`config.mk`:
```
export PLATFORM = sky130hd
export DESIGN_NAME = cid_dispatch
export DESIGN_NICKNAME = d
export VERILOG_FILES = /design/src/shared/cid_pkg.sv /design/src/rtl/cid_flags.sv /design/src/rtl/cid_prio.sv /design/src/rtl/cid_dispatch.sv
export SDC_FILE = /design/constraint.sdc
export NUM_CORES = 1
export LEC_CHECK = 0
export BUFFER_PORTS_ARGS = -buffer_cell sky130_fd_sc_hd__buf_2
export CORE_MARGIN = 8
export CORE_UTILIZATION = 50
export DETAILED_ROUTE_END_ITERATION = 7
export GPL_TIMING_DRIVEN = 0
export PLACE_DENSITY = 0.75
export SLEW_MARGIN = 30
export SYNTH_ARGS = -nofsm -noshare
export SYNTH_HDL_FRONTEND = slang
export SYNTH_SLANG_ARGS = --single-unit
```
`constraint.sdc`:
```
create_clock -name pclk -period 3.4 [get_ports pclk]
set_input_delay 0.17 -clock pclk [delete_from_list [all_inputs] [get_ports pclk]]
set_output_delay 0.17 -clock pclk [all_outputs]
set_load 0.03 [all_outputs]
```
`src/shared/cid_pkg.sv`:
```
// constants, state codes and carrier structs of the cpu interrupt dispatch block
// assumes a single cpu clock and an apb register port of 32-bit words
package cid_pkg;
  // register byte offsets
  localparam logic [7:0] OFS_STATUS_FLAGS_REGISTER = 8'h00;
  localparam logic [7:0] OFS_CTRL = 8'h04;
  localparam logic [7:0] OFS_ENABLE = 8'h08;
  localparam logic [7:0] OFS_FLAGS = 8'h0c;
  localparam logic [7:0] OFS_SP = 8'h10;
  localparam logic [7:0] OFS_STATE = 8'h14;
  // field positions and reset values
  localparam int unsigned GIE_BIT = 7;
  localparam int unsigned VSEL_BIT = 0;
  localparam logic [7:0] STATUS_FLAGS_REGISTER_RESET = 8'h00;
  localparam logic [15:0] SP_RESET = 16'h0000;
  localparam logic [15:0] RET_ADDR_BYTES = 16'h0002;
  localparam logic [15:0] ONE_BYTE = 16'h0001;
  // cycle figures
  localparam int unsigned CNT_W = 4;
  localparam logic [CNT_W-1:0] ENTRY_CYCLES = 4'h4;
  localparam logic [CNT_W-1:0] SLEEP_EXTRA_CYCLES = 4'h4;
  localparam logic [CNT_W-1:0] RETURN_CYCLES = 4'h4;
  localparam logic [CNT_W-1:0] JUMP_CYCLES = 4'h3;
  // sequence steps inside entry and return
  localparam logic [CNT_W-1:0] STEP_PUSH_LOW = 4'h0;
  localparam logic [CNT_W-1:0] STEP_PUSH_HIGH = 4'h1;
  localparam logic [CNT_W-1:0] STEP_POP_HIGH = 4'h0;
  localparam logic [CNT_W-1:0] STEP_POP_LOW = 4'h1;
  localparam logic [CNT_W-1:0] STEP_CATCH_HIGH = 4'h2;

  typedef enum logic [1:0] {
    ST_IDLE = 2'b00,
    ST_ENTRY = 2'b01,
    ST_RETURN = 2'b10
  } cid_state_t;

  typedef struct packed {
    logic instr_boundary;
    logic cli_exec;
    logic sei_exec;
    logic return_from_handler_instr_exec;
    logic asleep;
  } cid_cpu_evt_t;

  typedef struct packed {
    logic req;
    logic we;
    logic [15:0] addr;
    logic [7:0] wdata;
  } cid_stack_t;
endpackage : cid_pkg

```
`src/rtl/cid_flags.sv`:
```
// pending state of the interrupt sources: sticky flags or live levels
// assumes event inputs are one-cycle pulses synchronous to pclk
`timescale 1ns/100ps
`default_nettype none
module cid_flags #(
  parameter int unsigned NSRC = 8,
  parameter logic [NSRC-1:0] LEVEL_MASK = '0
) (
  input wire logic pclk,
  input wire logic presetn,
  input wire logic [NSRC-1:0] set_evt,
  input wire logic [NSRC-1:0] level_in,
  input wire logic [NSRC-1:0] sw_clear,
  input wire logic [NSRC-1:0] hw_ack,
  output logic [NSRC-1:0] pending
);
  logic [NSRC-1:0] flag_q;
  wire [NSRC-1:0] flag_set = set_evt & ~LEVEL_MASK;
  wire [NSRC-1:0] flag_clr = sw_clear | hw_ack;
  // a new event beats a clear in the same cycle
  wire [NSRC-1:0] next_flag = (flag_q & ~flag_clr) | flag_set;

  always_ff @(posedge pclk or negedge presetn) begin
    if (!presetn) begin
      flag_q <= '0;
    end else begin
      flag_q <= next_flag;
    end
  end

  // level sources carry no flag and vanish with their condition
  assign pending = (flag_q & ~LEVEL_MASK) | (level_in & LEVEL_MASK);

  wire [NSRC-1:0] clr_only = flag_clr & ~flag_set;

  property p_flag_kept;
    @(posedge pclk) disable iff (!presetn)
      (|flag_set) |=> ((flag_q & $past(flag_set)) == $past(flag_set));
  endproperty
  a_flag_kept: assert property (p_flag_kept) else $error("event flag not set");

  property p_flag_cleared;
    @(posedge pclk) disable iff (!presetn)
      (|clr_only) |=> ((flag_q & $past(clr_only)) == '0);
  endproperty
  a_flag_cleared: assert property (p_flag_cleared) else $error("flag not cleared");

  property p_level_no_flag;
    @(posedge pclk) disable iff (!presetn)
      1'b1 |-> ((flag_q & LEVEL_MASK) == '0);
  endproperty
  a_level_no_flag: assert property (p_level_no_flag) else $error("level source has a flag");
endmodule : cid_flags
`default_nettype wire

```
`src/rtl/cid_prio.sv`:
```
// fixed priority pick: the lowest index, which owns the lowest vector, wins
// assumes index 0 is external request zero
`timescale 1ns/100ps
`default_nettype none
module cid_prio #(
  parameter int unsigned NSRC = 8,
  parameter int unsigned IDX_W = 3
) (
  input wire logic [NSRC-1:0] req,
  output logic valid,
  output logic [IDX_W-1:0] idx,
  output logic [NSRC-1:0] onehot
);
  function automatic logic [IDX_W-1:0] cid_lowest(input logic [NSRC-1:0] r);
    logic [IDX_W-1:0] k;
    k = '0;
    for (int i = NSRC - 1; i >= 0; i--) begin
      if (r[i]) begin
        k = IDX_W'(i);
      end
    end
    return k;
  endfunction : cid_lowest

  assign valid = |req;
  assign idx = cid_lowest(req);
  assign onehot = valid ? (NSRC'(1) << idx) : '0;

  property p_lowest_wins;
    @(req) valid |-> (((onehot - NSRC'(1)) & req) == '0) && ((onehot & req) != '0);
  endproperty
  a_lowest_wins: assert property (p_lowest_wins) else $error("priority pick wrong");
endmodule : cid_prio
`default_nettype wire

```
`src/rtl/cid_dispatch.sv`:
```
// reset and interrupt dispatch for an 8-bit cpu core, registers on apb
// assumes the pipeline marks each completed instruction and holds while cpu_hold is high
`timescale 1ns/100ps
`default_nettype none
module cid_dispatch #(
  parameter int unsigned NSRC = 8,
  parameter int unsigned PC_W = 13,
  parameter int unsigned BOOT_START = 32'h0000_1c00,
  parameter int unsigned VEC_STEP = 2,
  parameter logic [NSRC-1:0] LEVEL_MASK = '0
) (
  input wire logic pclk,
  input wire logic presetn,
  input wire logic psel,
  input wire logic penable,
  input wire logic pwrite,
  input wire logic [7:0] paddr,
  input wire logic [31:0] pwdata,
  output logic [31:0] prdata,
  output logic pready,
  output logic pslverr,
  input wire logic [NSRC-1:0] src_event,
  input wire logic [NSRC-1:0] src_level,
  input wire cid_pkg::cid_cpu_evt_t cpu_evt,
  input wire logic [PC_W-1:0] cur_pc,
  input wire logic app_section_lock_bit,
  input wire logic boot_section_lock_bit,
  input wire logic boot_reset_fuse,
  output logic cpu_hold,
  output var cid_pkg::cid_stack_t stack_bus,
  input wire logic [7:0] stack_rdata,
  output logic pc_load,
  output logic [PC_W-1:0] pc_load_value,
  output logic [PC_W-1:0] reset_vector,
  output logic [NSRC-1:0] src_ack
);
  localparam int unsigned IDX_W = (NSRC > 1) ? $clog2(NSRC) : 1;
  localparam logic [PC_W-1:0] BOOT_BASE = PC_W'(BOOT_START);
  localparam logic [PC_W-1:0] LOW_BASE = '0;
  localparam int unsigned CW = cid_pkg::CNT_W;

  generate
    if (NSRC < 1 || NSRC > 31) begin : g_bad_nsrc
      $error("NSRC must lie in 1..31");
    end
    if (PC_W < 9 || PC_W > 16) begin : g_bad_pcw
      $error("PC_W must lie in 9..16");
    end
    if (VEC_STEP < 1 || BOOT_START >= (32'h1 << PC_W)) begin : g_bad_vec
      $error("vector step or boot start out of range");
    end
  endgenerate

  // software visible state
  logic [7:0] status_flags_register;
  logic vector_relocate_select;
  logic [NSRC-1:0] src_enable;
  logic [15:0] stack_ptr;
  logic [CW-1:0] last_latency;

  // sequencer state
  cid_pkg::cid_state_t state;
  cid_pkg::cid_state_t next_state;
  logic [CW-1:0] cnt;
  logic [CW-1:0] entry_len;
  logic [15:0] ret_pc;
  logic [PC_W-1:0] vector_q;
  logic [7:0] pop_high;
  logic pslverr_q;

  // apb decode
  wire apb_setup = psel & ~penable;
  wire apb_wr = psel & penable & pwrite;
  wire hit_status_flags_register = paddr == cid_pkg::OFS_STATUS_FLAGS_REGISTER;
  wire hit_ctrl = paddr == cid_pkg::OFS_CTRL;
  wire hit_enable = paddr == cid_pkg::OFS_ENABLE;
  wire hit_flags = paddr == cid_pkg::OFS_FLAGS;
  wire hit_sp = paddr == cid_pkg::OFS_SP;
  wire hit_state = paddr == cid_pkg::OFS_STATE;
  wire mapped = hit_status_flags_register | hit_ctrl | hit_enable | hit_flags | hit_sp | hit_state;
  wire wr_status_flags_register = apb_wr & hit_status_flags_register;
  wire wr_ctrl = apb_wr & hit_ctrl;
  wire wr_enable = apb_wr & hit_enable;
  wire wr_flags = apb_wr & hit_flags;
  wire wr_sp = apb_wr & hit_sp;

  // pending sources and the priority pick
  wire [NSRC-1:0] pending;
  wire [NSRC-1:0] sw_clear = wr_flags ? pwdata[NSRC-1:0] : '0;
  wire [NSRC-1:0] armed = pending & src_enable;
  wire win_valid;
  wire [IDX_W-1:0] win_idx;
  wire [NSRC-1:0] win_onehot;

  cid_flags #(
    .NSRC(NSRC),
    .LEVEL_MASK(LEVEL_MASK)
  ) u_flags (
    .pclk(pclk),
    .presetn(presetn),
    .set_evt(src_event),
    .level_in(src_level),
    .sw_clear(sw_clear),
    .hw_ack(src_ack),
    .pending(pending)
  );

  cid_prio #(
    .NSRC(NSRC),
    .IDX_W(IDX_W)
  ) u_prio (
    .req(armed),
    .valid(win_valid),
    .idx(win_idx),
    .onehot(win_onehot)
  );

  wire gie = status_flags_register[cid_pkg::GIE_BIT];
  wire in_boot = cur_pc >= BOOT_BASE;
  // each lock bit guards the section that it protects
  wire lock_block = (app_section_lock_bit & ~in_boot) | (boot_section_lock_bit & in_boot);
  wire idle = state == cid_pkg::ST_IDLE;

  // requests are only looked at when an instruction has fully completed;
  // a cli, sei or return_from_handler_instr finishing in this cycle keeps the door shut
  wire take = idle & cpu_evt.instr_boundary & ~cpu_evt.cli_exec & ~cpu_evt.sei_exec
    & ~cpu_evt.return_from_handler_instr_exec & gie & win_valid & ~lock_block;
  wire ret_go = idle & cpu_evt.return_from_handler_instr_exec;
  assign src_ack = take ? win_onehot : '0;

  // vector placement: reset at the base, source i at base + (i+1) * step
  wire [PC_W-1:0] vec_base = vector_relocate_select ? BOOT_BASE : LOW_BASE;
  wire [PC_W-1:0] vec_calc = vec_base + PC_W'((32'(win_idx) + 1) * VEC_STEP);

  wire [CW-1:0] sleep_len = cid_pkg::ENTRY_CYCLES + cid_pkg::SLEEP_EXTRA_CYCLES;
  wire [CW-1:0] take_len = cpu_evt.asleep ? sleep_len : cid_pkg::ENTRY_CYCLES;
  wire [CW-1:0] seq_len = (state == cid_pkg::ST_RETURN) ? cid_pkg::RETURN_CYCLES : entry_len;
  wire seq_last = cnt == (seq_len - CW'(1));
  wire entry_last = (state == cid_pkg::ST_ENTRY) & seq_last;
  wire ret_last = (state == cid_pkg::ST_RETURN) & seq_last;

  always_comb begin
    next_state = state;
    case (state)
      cid_pkg::ST_IDLE: begin
        if (take) begin
          next_state = cid_pkg::ST_ENTRY;
        end else if (ret_go) begin
          next_state = cid_pkg::ST_RETURN;
        end
      end
      cid_pkg::ST_ENTRY: begin
        if (seq_last) begin
          next_state = cid_pkg::ST_IDLE;
        end
      end
      cid_pkg::ST_RETURN: begin
        if (seq_last) begin
          next_state = cid_pkg::ST_IDLE;
        end
      end
      default: begin
        next_state = cid_pkg::ST_IDLE;
      end
    endcase
  end

  // stack traffic: low byte at sp, high byte at sp-1; pops mirror it
  wire push_low = (state == cid_pkg::ST_ENTRY) & (cnt == cid_pkg::STEP_PUSH_LOW);
  wire push_high = (state == cid_pkg::ST_ENTRY) & (cnt == cid_pkg::STEP_PUSH_HIGH);
  wire pop_hi_req = (state == cid_pkg::ST_RETURN) & (cnt == cid_pkg::STEP_POP_HIGH);
  wire pop_lo_req = (state == cid_pkg::ST_RETURN) & (cnt == cid_pkg::STEP_POP_LOW);
  wire catch_high = (state == cid_pkg::ST_RETURN) & (cnt == cid_pkg::STEP_CATCH_HIGH);
  cid_pkg::cid_stack_t next_stack;
  always_comb begin
    next_stack = '0;
    next_stack.req = push_low | push_high | pop_hi_req | pop_lo_req;
    next_stack.we = push_low | push_high;
    if (push_low) begin
      next_stack.addr = stack_ptr;
      next_stack.wdata = ret_pc[7:0];
    end else if (push_high) begin
      next_stack.addr = stack_ptr - cid_pkg::ONE_BYTE;
      next_stack.wdata = ret_pc[15:8];
    end else if (pop_hi_req) begin
      next_stack.addr = stack_ptr + cid_pkg::ONE_BYTE;
    end else if (pop_lo_req) begin
      next_stack.addr = stack_ptr + cid_pkg::RET_ADDR_BYTES;
    end
  end

  wire [15:0] popped_pc = {pop_high, stack_rdata};
  wire [PC_W-1:0] next_pc_value = entry_last ? vector_q : popped_pc[PC_W-1:0];

  // global enable: entry clears, return sets, then cli and sei, then software;
  // the other status bits are never touched by entry or return
  wire [7:0] status_flags_register_sw = wr_status_flags_register ? pwdata[7:0] : status_flags_register;
  wire gie_after_sw = cpu_evt.cli_exec ? 1'b0 : (cpu_evt.sei_exec ? 1'b1 : status_flags_register_sw[cid_pkg::GIE_BIT]);
  wire next_gie = take ? 1'b0 : (ret_last ? 1'b1 : gie_after_sw);
  wire [7:0] gie_mask = 8'h01 << cid_pkg::GIE_BIT;
  wire [7:0] next_status_flags_register = (status_flags_register_sw & ~gie_mask) | (next_gie ? gie_mask : 8'h00);

  // hardware stack moves win over a software write in the same cycle
  wire [15:0] next_sp = entry_last ? stack_ptr - cid_pkg::RET_ADDR_BYTES
    : ret_last ? stack_ptr + cid_pkg::RET_ADDR_BYTES
    : wr_sp ? pwdata[15:0] : stack_ptr;

  wire [31:0] rd_state = {16'h0000, 4'h0, last_latency, 5'h00, ~idle, 2'(state)};
  wire [31:0] rd_mux = hit_status_flags_register ? {24'h000000, status_flags_register}
    : hit_ctrl ? {31'h00000000, vector_relocate_select}
    : hit_enable ? 32'(src_enable)
    : hit_flags ? 32'(pending)
    : hit_sp ? {16'h0000, stack_ptr}
    : hit_state ? rd_state : 32'h00000000;

  always_ff @(posedge pclk or negedge presetn) begin
    if (!presetn) begin
      state <= cid_pkg::ST_IDLE;
      cnt <= '0;
      entry_len <= cid_pkg::ENTRY_CYCLES;
      vector_q <= '0;
      ret_pc <= '0;
      last_latency <= '0;
    end else begin
      state <= next_state;
      cnt <= (next_state != state) ? '0 : cnt + CW'(1);
      if (take) begin
        entry_len <= take_len;
        vector_q <= vec_calc;
        ret_pc <= 16'(cur_pc);
        // the vector jump itself runs in the pipeline after the hold drops
        last_latency <= take_len + cid_pkg::JUMP_CYCLES;
      end
    end
  end

  always_ff @(posedge pclk or negedge presetn) begin
    if (!presetn) begin
      stack_bus <= '0;
      pop_high <= 8'h00;
      pc_load <= 1'b0;
      pc_load_value <= '0;
    end else begin
      stack_bus <= next_stack;
      pop_high <= catch_high ? stack_rdata : pop_high;
      pc_load <= entry_last | ret_last;
      pc_load_value <= (entry_last | ret_last) ? next_pc_value : pc_load_value;
    end
  end

  always_ff @(posedge pclk or negedge presetn) begin
    if (!presetn) begin
      status_flags_register <= cid_pkg::STATUS_FLAGS_REGISTER_RESET;
      vector_relocate_select <= 1'b0;
      src_enable <= '0;
      stack_ptr <= cid_pkg::SP_RESET;
    end else begin
      status_flags_register <= next_status_flags_register;
      vector_relocate_select <= wr_ctrl ? pwdata[cid_pkg::VSEL_BIT] : vector_relocate_select;
      src_enable <= wr_enable ? pwdata[NSRC-1:0] : src_enable;
      stack_ptr <= next_sp;
    end
  end

  // read data and error are fixed in the setup cycle, so the access ends at once
  always_ff @(posedge pclk or negedge presetn) begin
    if (!presetn) begin
      prdata <= 32'h00000000;
      pslverr_q <= 1'b0;
      reset_vector <= '0;
    end else begin
      prdata <= apb_setup ? rd_mux : prdata;
      pslverr_q <= apb_setup ? ~mapped : pslverr_q;
      reset_vector <= boot_reset_fuse ? BOOT_BASE : LOW_BASE;
    end
  end

  assign pready = 1'b1;
  assign pslverr = pslverr_q & psel & penable;
  assign cpu_hold = ~idle;

  property p_take_needs_enables;
    @(posedge pclk) disable iff (!presetn)
      take |-> gie && ((src_enable & src_ack) == src_ack) && !lock_block;
  endproperty
  a_take_needs_enables: assert property (p_take_needs_enables) else $error("take while disabled");

  property p_take_clears_gie;
    @(posedge pclk) disable iff (!presetn)
      take |=> !gie;
  endproperty
  a_take_clears_gie: assert property (p_take_clears_gie) else $error("enable kept on entry");

  property p_entry_time;
    @(posedge pclk) disable iff (!presetn)
      take && !cpu_evt.asleep |=> (cpu_hold && !pc_load)[*4] ##1 (pc_load && !cpu_hold);
  endproperty
  a_entry_time: assert property (p_entry_time) else $error("entry length wrong");

  property p_sleep_entry_time;
    @(posedge pclk) disable iff (!presetn)
      take && cpu_evt.asleep |=> (cpu_hold && !pc_load)[*8] ##1 pc_load;
  endproperty
  a_sleep_entry_time: assert property (p_sleep_entry_time) else $error("wake entry wrong");

  property p_entry_sp;
    @(posedge pclk) disable iff (!presetn)
      entry_last |=> stack_ptr == $past(stack_ptr) - cid_pkg::RET_ADDR_BYTES;
  endproperty
  a_entry_sp: assert property (p_entry_sp) else $error("stack not lowered by two");

  property p_return_time;
    @(posedge pclk) disable iff (!presetn)
      ret_go |=> (cpu_hold && !pc_load)[*4] ##1 (pc_load && gie && !cpu_hold);
  endproperty
  a_return_time: assert property (p_return_time) else $error("return sequence wrong");

  property p_cli_now;
    @(posedge pclk) disable iff (!presetn)
      cpu_evt.cli_exec |-> !take ##1 !gie;
  endproperty
  a_cli_now: assert property (p_cli_now) else $error("take after cli");

  property p_vector_loaded;
    @(posedge pclk) disable iff (!presetn)
      entry_last |=> pc_load && (pc_load_value == $past(vector_q)) && (vector_q != LOW_BASE);
  endproperty
  a_vector_loaded: assert property (p_vector_loaded) else $error("bad vector");

  property p_one_source;
    @(posedge pclk) disable iff (!presetn)
      take |-> $onehot(src_ack) ##1 (state == cid_pkg::ST_ENTRY);
  endproperty
  a_one_source: assert property (p_one_source) else $error("dispatch not single");
endmodule : cid_dispatch
`default_nettype wire

```
# ---- After elaboration in Yosys (flattened, before gate mapping)
# Cells that the tools add are included.
# W data, S select, Z words.
dict set report totals {
  regBits 172
  in_bits 90
  output_inout_bits 96
  wordCells 141
}
dict set report op_classes {
  addsub 9
  magnitude_cmp 1
  eq_ne 11
  shifts 1
  mux 41
  n_bitwise 51
  n_reduce_logical 6
}
# operator count
set ops {}
lappend ops {{$mux W16} 11}
lappend ops {{$mux W8} 5}
lappend ops {{$mux W13} 3}
lappend ops {{$and A1 B1 Y1} 27}
lappend ops {{$mux W24} 1}
lappend ops {{$mux W3} 8}
lappend ops {{$add A16 B1 Y16 const B} 1}
lappend ops {{$add A16 B2 Y16 const B} 1}
lappend ops {{$and A8 B8 Y8} 2}
lappend ops {{$eq A8 B4 Y1 const B} 2}
lappend ops {{$eq A8 B5 Y1 const B} 2}
lappend ops {{$or A8 B8 Y8} 2}
lappend ops {{$sub A16 B1 Y16 const B} 1}
lappend ops {{$sub A16 B2 Y16 const B} 1}
lappend ops {{$add A13 B5 Y13} 1}
lappend ops {{$ge A13 B13 Y1 const B} 1}
lappend ops {{$mux W12} 1}
lappend ops {{$mux W4} 3}
lappend ops {{$or A1 B1 Y1} 10}
lappend ops {{$eq A8 B3 Y1 const B} 1}
lappend ops {{$logic_not A8 Y1} 1}
lappend ops {{$not A1 Y1} 8}
lappend ops {{$not A8 Y8} 1}
lappend ops {{$or A7 B8 Y8} 1}
lappend ops {{other kinds (20)} 25}

# ---- Depth between registers and ports, before layout
# Gate-level depths: netlist of the first run.
dict set report depth {
  ltp_word 16
  depth_mapped 11
  mapped_depth_nobuf 11
}

# ---- By module
# From an unflattened synthesis of the first run, not the netlist that was laid out.
dict set report unflattened {
  hier_cells 888
  hier_area_um2 7922.6
}
# module instances cells_per_inst area_each_um2 seq_area_each_um2
set modules_own_cells {}
lappend modules_own_cells {cid_dispatch 1 839 7490.9 3104.2}
lappend modules_own_cells {cid_flags 1 24 290.3 200.2}
lappend modules_own_cells {cid_prio 1 25 141.4 0.0}

# ---- Worst setup path after synthesis of the first run
# Ideal clock, no wire load.
dict set report synth_path {
  path_kind {register to register}
  start {register state[0]}
  end {register stack_ptr[5]}
  setup_ns 0.133
  arrival_time_ns 2.175
  t_required_ns 3.267
  slack_ns 1.092
  stages_incl_launch_ff 11
  n_path_buf 3
  synth_period_minus_slack_ns 2.308
  cell_sequence {dfrtp_1 inv_1 ha_1 clkbuf_1 nor4b_1 and2_1 clkbuf_1 buf_2 o21ai_0 o221ai_1 a22oi_1}
}
dict set report synth_via {
  elab_chain_len 7
  elab_cells_between_ends 10
  cone_classes {1 x add/sub; 3 x eq/ne; 3 x mux; 2 x bitwise; 1 x reduce/logical}
}
# element line
set synth_lines {}
lappend synth_lines {{from (decl)} cid_dispatch.sv:62} ;# cid_pkg::cid_state_t state;
lappend synth_lines {{from (signal assigned)} cid_dispatch.sv:218} ;# state <= cid_pkg::ST_IDLE;
lappend synth_lines {{from (signal assigned)} cid_dispatch.sv:225} ;# state <= next_state;
lappend synth_lines {{$eq A2 B2 Y1} {cid_dispatch.sv:137, cid_dispatch.sv:140}}
lappend synth_lines {{$mux W4} cid_dispatch.sv:137} ;# wire [CW-1:0] seq_len = (state == cid_pkg::ST_RETURN) ? cid_pkg::RETURN_CYCLES : entry_len;
lappend synth_lines {{$sub A4 B1 Y4} cid_dispatch.sv:138} ;# wire seq_last = cnt == (seq_len - CW'(1));
lappend synth_lines {{$eq A4 B4 Y1} cid_dispatch.sv:138}
lappend synth_lines {{$and A1 B1 Y1} cid_dispatch.sv:140} ;# wire ret_last = (state == cid_pkg::ST_RETURN) & seq_last;
lappend synth_lines {{$mux W16} cid_dispatch.sv:205} ;# : ret_last ? stack_ptr + cid_pkg::RET_ADDR_BYTES
lappend synth_lines {{$mux W16} cid_dispatch.sv:204} ;# wire [15:0] next_sp = entry_last ? stack_ptr - cid_pkg::RET_ADDR_BYTES
lappend synth_lines {{to (signal assigned)} cid_dispatch.sv:256} ;# stack_ptr <= cid_pkg::SP_RESET;
lappend synth_lines {{to (signal assigned)} cid_dispatch.sv:261} ;# stack_ptr <= next_sp;
lappend synth_lines {{to (decl)} cid_dispatch.sv:58} ;# logic [15:0] stack_ptr;
# Several ways; a longest one is shown, not always the timed one.
# A chain may end at the register's enable or synchronous reset.

# ---- Worst setup path after layout of the first run
# Same ends and word-level chain as after synthesis.

==> results of run 1 <==
## worst paths after layout
kind,endpoint,depth (start not counted),startpoint
max,stack_ptr[5],10,state[0]
min,pop_high[1],2,stack_rdata[1]
max reg2reg,stack_ptr[5],10,state[0]
min reg2reg,ret_pc[5],2,ret_pc[5]
max in group asynchronous,entry_len[2],3,presetn
min in group asynchronous,u_flags.pending[0],2,presetn
## cell type report
cell class              instances  area (um^2)
flip-flops and latches        132         3304
multi-input cells             649         3939
well taps                     188        235.2
clock buffers                  18        429.2
inverters                      20        75.07
fillers                      1300         5430
plain buffers                  85        440.4
repair buffers                164         1003
clock inverters                14        232.7
## through the flow
stage	hold WS (ns)	cells	total power, uW	setup WS [ns]
after global placement	0.2789	1207	4593	0.4166
final	0.01186	1270	6786	0.3008
after CTS	0.004242	1270	6760	0.3679
after detailed placement	0.1413	1208	4642	0.4192
after floorplan	-0.1256	886	3893	1.092
after global routing	0.01021	1270	7128	0.05381
## flip-flops by register name (all words and copies together), names as in the netlist
signal and count:
ret_pc 13, pop_high 5, last_latency 3, vector_relocate_select 1, pslverr_q 1, stack_ptr 16
src_enable 8, state 2, u_flags.pending 8, pc_load_value 13, entry_len 1, cnt 4
reset_vector 1, vector_q 5, prdata 16, status_flags_register 8, pc_load 1, stack_bus 26
## layer usage
metal	GRT usage (%)	up-vias	share of wire, %
met5	0	-	0
met4	11.26	0	3.2
met3	6.224	75	8.3
met2	39.52	414	47
met1	30.56	3582	41
li1	-	3457	-
## cell usage in the layout (no fill, tap or decap), drive strengths merged, types with 5 or more instances in the layout
cell type | Yosys | layout
a21o | 5 | 5
ha | 19 | 19
a22o | 13 | 13
o22ai | 9 | 9
and2 | 16 | 16
xor2 | 5 | 5
a31oi | 11 | 11
nand3 | 22 | 22
xnor2 | 8 | 8
nor2b | 12 | 12
and3 | 15 | 15
clkinv | 0 | 5
mux2 | 22 | 22
buf | 41 | 175
dlygate4sd3 | 0 | 30
bufinv | 0 | 6
o211ai | 6 | 6
a221oi | 7 | 7
conb | 2 | 27
a21oi | 36 | 36
inv | 20 | 21
o21ai | 63 | 63
nand4 | 7 | 7
a22oi | 22 | 22
a211oi | 5 | 5
mux2i | 11 | 11
o21bai | 7 | 7
clkbuf | 44 | 62
nor3 | 18 | 18
dfrtp | 131 | 131
nor4 | 14 | 14
o21a | 6 | 6
nor2 | 49 | 49
o31ai | 15 | 15
nand2 | 145 | 145
## cell families (layout without fill, tap and decap cells)
kind of cell / Yosys count / after routing / synth area share, %
simple gates: 326 / 326 / 20.62
fa+ha+maj: 19 / 19 / 3.102
other cells: 2 / 27 / 0.09798
compound gates: 230 / 230 / 19.90
buf+inv: 105 / 301 / 6.725
xor+xnor: 13 / 13 / 1.485
mux: 34 / 34 / 4.963
flops: 132 / 132 / 43.11
## worst max-delay path: stages, from the launching register on
cell	delay, ns
dfrtp_1	0.45
inv_1	0.17
ha_1	0.26
clkbuf_1	0.37
nor4b_1	0.44
and2_1	0.19
clkbuf_1	0.36
buf_2	0.34
o21ai_0	0.18
o221ai_1	0.12
a22oi_1	0.09
## power groups by stage
stage	registers (uW)	logic [uW]	clock network [uW]
2_1_floorplan	2390	1500	0
3_3_place_gp	2110	2480	0
4_1_cts	2100	2560	2100
5_1_grt	2140	2820	2170
3_5_place_dp	2120	2520	0
6_report	2110	2600	2070
==> flow_metrics.tcl, run 1 <==
set metrics [dict create \
    syn_area_per_cell_um2 8.902 \
    synth_warnings 0 \
    htreeDepth 4 \
    numCtsBuffers 17 \
    num_io_pins 186 \
    synth_ff_type "dfrtp_1" \
    dr_total_vias 7528 \
    switchingPower_uw 2640 \
    drtAntennaViolNets 0 \
    worst_pin_slew_ns 0.9918 \
    finalInstanceArea_mm2 0.009659 \
    pwr-share-seq_pct 31.1 \
    layout-drive-gt1-share_pct 21.90 \
    synth_top_area_share_pct 42.77 \
    slew_headroom_pct 32.98 \
    tns_ns 0 \
    clockBufferDepth 2 \
    syn_to_final_growth_pct 26.02 \
    finalWirelength_um 24250 \
    yosysSeqAreaShare_pct 43.11 \
    initial_core_util_pct 50.80 \
    ys_seq_elements 132 \
    status "complete, no violations" \
    fmax_mhz 322.7 \
    min_period_ns 3.099 \
    grt_pass1_vias 7331 \
    n_antenna_cell 0 \
    grt_usage_pct 24.58 \
    yosysMostFrequentCell "nand2_1" \
    leakagePower_uw 0.004655 \
    die-area_mm2 0.01955 \
    drc_errors 0 \
    cp-end-kind "flop" \
    first_pass_iters 5 \
    place_area_mm2 0.008697 \
    cts-resized-gates 0 \
    cts_hold_buf 30 \
    ys_async_sr_fraction_pct 100.0 \
    finalWeightedCongestion 0.9417 \
    cts_tree "built" \
    synth_edf_count 0 \
    die_h_um 139.8 \
    port_buffers 133 \
    fin_skew_ns 0.009358 \
    core_mm2 0.01509 \
    synth.top_cells.by_area "dfrtp_1, nand2_1, o21ai_0" \
    grt_antenna_before_repair 0 \
    ir_worst_vdd_mv 0.6781 \
    cp.arrival_ns 3.40 \
    critPathMaxFanout 10 \
    yosysTopAreaCell "dfrtp_1" \
    initialDrtViolationCount 853 \
    p_per_area_mw_per_mm2 702.6 \
    fp.dieW_um 139.8 \
    cp-start-kind "flop" \
    syn_area_mm2 0.007665 \
    rows 45 \
    grt_pass1_wl_um 38490 \
    postCtsSetupRepairBufs 0 \
    dp_hpwl_um 17600 \
    ys_top_cells_by_count "nand2_1, dfrtp_1, o21ai_0" \
    hold_violations 0 \
    reg2reg_slack_ns 0.30 \
    p_int_uw 4146 \
    rsz0062_at_grt "no" \
    grt_max_degree 70 \
    synthDistinctLibCells 70 \
    fin_nets 1178 \
    clock_latency_ns 0.43 \
    p_sw_share_pct 38.90 \
    crit_type "flop to flop" \
    p_clk_share_pct 30.5 \
    synthCells 861 \
    cp.required_ns 3.70 \
    post_drt_wl_per_cell_um 19.09 \
    cts.sinks 132 \
    finalCritPeriodShare_pct 91.15 \
    viasPerCell 5.928 \
    hp-class "input port to flop" \
    cts_root_buf "clkbuf_16" \
    setup_viol 0 \
    grt_overflow 0 \
    final_util_pct 64.01 \
    finalMaxSlewViolations 0 \
    clk_pin_slew_ns 0.06 \
    drv_cap 0 \
    power_frac_comb_pct 38.4 \
]
(Power assumes the default switching activity.)
==> run 2, diff against run 1 <==
Settings changed: ABC_CLOCK_PERIOD_IN_PS set to 3400, RECOVER_POWER set to 100.
==> run 2 against run 1 <==
The run now ends with capacitance limit, slew limit left. First-iteration DRC count up 3.0%. Clock-buffer cell count unchanged. Global-route usage unchanged. Highest routed layer unchanged.
==> flow_metrics.tcl, run 2 (synthesis results as in run 1) <==
set metrics [dict create \
    drc_errors 0 \
    first_pass_iters 6 \
    holdPathEnd "pop_high[1]" \
    hold_violations 0 \
    timing.hold.ws_ns 0.009736 \
    grt_pass1_wl_um 38490 \
    fin_nets 1178 \
    dr_total_vias 7556 \
    grt_overflow 0 \
    grt_max_degree 70 \
    n_fill_cell 1346 \
    num_io_pins 186 \
    hp-class "input port to flop" \
    cts-resized-gates 0 \
    layout_common_cells "nand2_1, dfrtp_1, clkbuf_1, buf_2, o21ai_0" \
    setup_viol 0 \
    dp_hpwl_um 17600 \
    finalCritPeriodShare_pct 92.13 \
    rr_worst_depth 10 \
    die-area_mm2 0.01955 \
    pre_cts_ws_ns 0.4192 \
    crit_top_cell "clkbuf_1" \
    cp-end-kind "flop" \
    cts.sinks 132 \
    clockBufferDepth 2 \
    n_antenna_cell 0 \
    numCtsBuffers 17 \
    hold_path_startpoint "stack_rdata[1]" \
    setup_slack_ns 0.2675 \
    port_buffers 133 \
    clk_pin_slew_ns 0.06 \
    leakagePower_uw 0.004357 \
    cts_root_buf "clkbuf_16" \
    finalMaxSlewViolations 65 \
    cpMaxStageDelayCell "dfrtp_1" \
    ir_worst_vdd_mv 0.6660 \
    min_period_ns 3.132 \
    status "finished with violations" \
    cts_tree "built" \
    cp_cell_sequence "inv_1 > ha_1 > clkbuf_1 > nor4b_1 > and2_0 > clkbuf_1 > buf_2 > o21ai_0 > o221ai_1 > a22oi_1" \
    grt_pass1_vias 7331 \
    finalWeightedCongestion 0.9417 \
    grt_usage_pct 24.58 \
    rsz0062_at_grt "no" \
    crit_type "flop to flop" \
    slowest_delay_ns 0.45 \
    die_h_um 139.8 \
    worst_pin_slew_ns 1.566 \
    finalWirelength_um 24350 \
    largest_reg_flops 26 \
    rr_startpoint "state[0]" \
    slew_headroom_pct -4.408 \
    htreeDepth 4 \
    critPathMaxFanout 10 \
    violations "capacitance limit, slew limit" \
    initialDrtViolationCount 879 \
    grt_antenna_before_repair 0 \
    initial_core_util_pct 50.80 \
    syn_to_final_growth_pct 24.24 \
    p_total_uw 6728 \
    tns_ns 0 \
    post_drt_wl_per_cell_um 19.17 \
    rows 45 \
    reg2reg_slack_ns 0.27 \
    fmax_mhz 319.2 \
    worstReg2RegEnd "stack_ptr[5]" \
    fp.dieW_um 139.8 \
    cp-start-kind "flop" \
    drv_cap 1 \
    cp.required_ns 3.68 \
    p_per_area_mw_per_mm2 706.5 \
    viasPerCell 5.950 \
    final_common_cell "nand2_1" \
    clock_latency_ns 0.43 \
    reg_top3 "stack_bus (26), prdata (16), stack_ptr (16)" \
    core_mm2 0.01509 \
    drtAntennaViolNets 0 \
    fin_skew_ns 0.01037 \
    layout-drive-gt1-share_pct 14.97 \
    worstHoldPathCells 2 \
    regMostFlops "stack_bus" \
    cp.arrival_ns 3.42 \
]
## run 2: changes by cell type in the layout (fill, tap and decap cells not counted), moves of 6 or more
cell | before | now
and2_0 | 0 | 6
and2_1 | 16 | 10
clkbuf_1 | 44 | 118
buf_2 | 141 | 68
## run 2: power by group
group	switching, uW	leakage, uW	internal, uW
logic	1710	0.00235	829
clock network	703	0.000320	1370
registers	226	0.00169	1890
total	2640	0.00436	4090
## run 2: layer usage
metal  share of wire [%]  GRT usage (%)  vias to the layer above
met3                 8.7          6.224                       71
met1                  41          30.56                     3612
li1                    -              -                     3452
met4                 3.2          11.26                        0
met2                  47          39.52                      421
met5                   0              0                        -
## run 2: worst max path at each step
stage | from | endpoint
6_report | state[0] | stack_ptr[5]
3_3_place_gp | presetn | stack_bus[21]
2_1_floorplan | state[0] | stack_ptr[5]
3_5_place_dp | state[0] | stack_ptr[5]
5_1_grt | state[0] | stack_ptr[5]
4_1_cts | state[0] | stack_ptr[5]
## run 2: critical path: cells and delay by family (launching register included)
family	cells	cell delay [ns]
flip-flops	1	0.45
adder cells (fa/ha/maj)	1	0.26
AND/OR/NAND/NOR	2	0.64
AO/OA/AOI/OAI	3	0.37
buffers and inverters	4	1.24
## run 2: timing repair
item / CTS / global route
hold endpoints to repair: 93 / 0
hold buffers: 30 / 0
buffers inserted: 0 / 0
## run 2: metrics by stage
stage                     utilization [%]  instances  instance area (um^2)
after floorplan                         -        886                  7759
after CTS                           64.01       1270                  9659
after detailed placement            57.64       1208                  8697
after global routing                63.11       1270                  9523
after global placement              57.39       1207                  8660
final                               63.11       1270                  9523
## run 2: final cells by class
class	count	area, um^2	share of cell area [%]
Sequential cell	132	3304	34.70
Multi-Input combinational cell	649	3924	41.20
Inverter	20	75.07	0.7883
Clock buffer	18	429.2	4.507
Timing Repair Buffer	164	887.1	9.315
Tap cell	188	235.2	2.470
Buffer	85	435.4	4.572
Clock inverter	14	232.7	2.444
==> run 3, diff against run 2 <==
Settings changed: ABC_CLOCK_PERIOD_IN_PS 3400 to 3200.
Clock period 3.4 ns to 3.2 ns, I/O delays scaled along.
==> run 3 against run 2 <==
The flow still finishes with violations (capacitance limit, slew limit). Sequential share of layout area decreased by 0.12 points. Setup slack got worse by 0.078 ns. Global-route usage about the same. Clock power increased by 7%. Non-clock buffer count increased by 2. Highest routed layer unchanged. Power increased by 6.4%. Clock skew about the same. Critical path type is now flop to primary output. Design area increased by 0.34%. Cell count increased by 0.16%. Combinational power increased by 6%. Register-to-register slack got worse by 0.07 ns. Largest power group unchanged. Clock-buffer cell count unchanged.
==> flow_metrics.tcl, run 3 (synthesis results as in run 1) <==
set metrics [dict create \
    status "finished with violations" \
    violations "capacitance limit, slew limit" \
    crit_top_cell "ha_1" \
    n_antenna_cell 0 \
    clockBufferDepth 2 \
    fin_nets 1180 \
    worstHoldPathCells 3 \
    grt_antenna_before_repair 0 \
    postCtsSetupRepairBufs 0 \
    final_util_pct 63.32 \
    post_drt_wl_per_cell_um 19.15 \
    grt_max_degree 70 \
    finalWirelength_um 24360 \
    first_pass_iters 8 \
    cp.required_ns 3.04 \
    layout_common_cells "nand2_1, dfrtp_1, clkbuf_1, buf_2, o21ai_0" \
    core_mm2 0.01509 \
    reg_top3 "stack_bus (26), prdata (16), stack_ptr (16)" \
    finalCritPeriodShare_pct 94.08 \
    clock_latency_ns 0.43 \
    cp_cell_sequence "nand2_1 > a32o_1 > a22oi_1 > a21oi_1 > o21ai_0 > inv_1 > ha_1 > ha_1 > and2_1 > buf_2" \
    worst_pin_slew_ns 1.555 \
    grt_overflow 0 \
    hold_violations 0 \
    fp.dieW_um 139.8 \
    cp.arrival_ns 2.85 \
    layout-drive-gt1-share_pct 15.50 \
    finalMaxSlewViolations 65 \
    htreeDepth 4 \
    grt_pass1_wl_um 38570 \
    dr_total_vias 7541 \
    grt_pass1_vias 7338 \
    port_buffers 133 \
    cp-start-kind "flop" \
    cpMaxStageDelayCell "o21ai_0" \
    fmax_mhz 332.2 \
    cts_tree "built" \
    regMostFlops "stack_bus" \
    num_io_pins 186 \
    cts.sinks 132 \
    crit_type "flop to primary output" \
    cts_root_buf "clkbuf_16" \
    clk_pin_slew_ns 0.06 \
    rr_worst_depth 10 \
    rsz0062_at_grt "no" \
    p_per_area_mw_per_mm2 749.4 \
    syn_to_final_growth_pct 24.67 \
    fin_skew_ns 0.01037 \
    slew_headroom_pct -3.681 \
    drtAntennaViolNets 0 \
    min_period_ns 3.011 \
    dp_hpwl_um 17600 \
    initialDrtViolationCount 809 \
    largest_reg_flops 26 \
    viasPerCell 5.928 \
    tns_ns 0 \
    drc_errors 0 \
    cp-end-kind "primary output" \
    drv_cap 1 \
    numCtsBuffers 17 \
    die_h_um 139.8 \
    slowest_delay_ns 0.44 \
    finalWeightedCongestion 0.9417 \
    initial_core_util_pct 50.80 \
    setup_viol 0 \
    final_common_cell "nand2_1" \
    ir_worst_vdd_mv 0.6751 \
    hp-class "input port to flop" \
    leakagePower_uw 0.004391 \
    grt_usage_pct 24.61 \
    critPathMaxFanout 4 \
    rows 45 \
    die-area_mm2 0.01955 \
]
==> run 3: repair_timing <==
item                                   in CTS  in global routing
endpoints found under the hold margin      95                  0
setup endpoints to repair                   0                  5
gates resized for setup                     0                  1
hold buffers                               32                  0
==> run 3: cell type report <==
cell class                 instances  area (um^2)
clock inverter                    14        232.7
clock buffer                      18        429.2
tap                              188        235.2
sequential                       132         3304
timing repair buffer             166        912.1
inverter                          20        75.07
multi-input combinational        649         3930
fill                            1340         5534
buffer                            85        436.7
==> run 3: critical path: cells and delay by family (launching register included) <==
kind / cells / cell delay, ns
flip-flops: 1 / 0.43
AO/OA/AOI/OAI: 4 / 0.96
AND/OR/NAND/NOR: 2 / 0.24
buffers and inverters: 2 / 0.36
adder cells (fa/ha/maj): 2 / 0.42
==> run 3: final timing paths <==
check / from / end / slack [ns]
max: u_flags.pending[6] / src_ack[7] / 0.19
min: pwdata[12] / stack_ptr[12] / 0.03
max reg2reg: state[0] / stack_ptr[5] / 0.20
min reg2reg: ret_pc[0] / ret_pc[0] / 0.48
max in group asynchronous: presetn / stack_bus[6] / 0.75
min in group asynchronous: presetn / u_flags.pending[0] / 0.65
==> run 3: routing by layer <==
layer / vias to the layer above / wire length [um] / global-route usage [%]
li1: 3457 / - / -
met1: 3577 / 10010 / 30.50
met2: 426 / 11440 / 39.72
met3: 81 / 2100 / 6.224
met4: 0 / 810 / 11.26
met5: - / 0 / 0
==> run 3: stage by stage <==
stage                     worst slack, ns  hold slack (ns)  total power, uW  area [um^2]  std cells
after floorplan                    0.8918          -0.1356             4136         7759        886
after global routing             0.007128          0.04839             7528         9555       1272
after CTS                          0.1679          0.03259             7184         9679       1272
after global placement             0.2266           0.2689             4880         8660       1207
after detailed placement           0.2192           0.1313             4932         8697       1208
final                              0.1894          0.03405             7161         9555       1272
==> run 3: where the power goes <==
part           switching [uW]  internal, uW
Clock                     753          1460
Combinational            1820           887
Sequential                240          2010
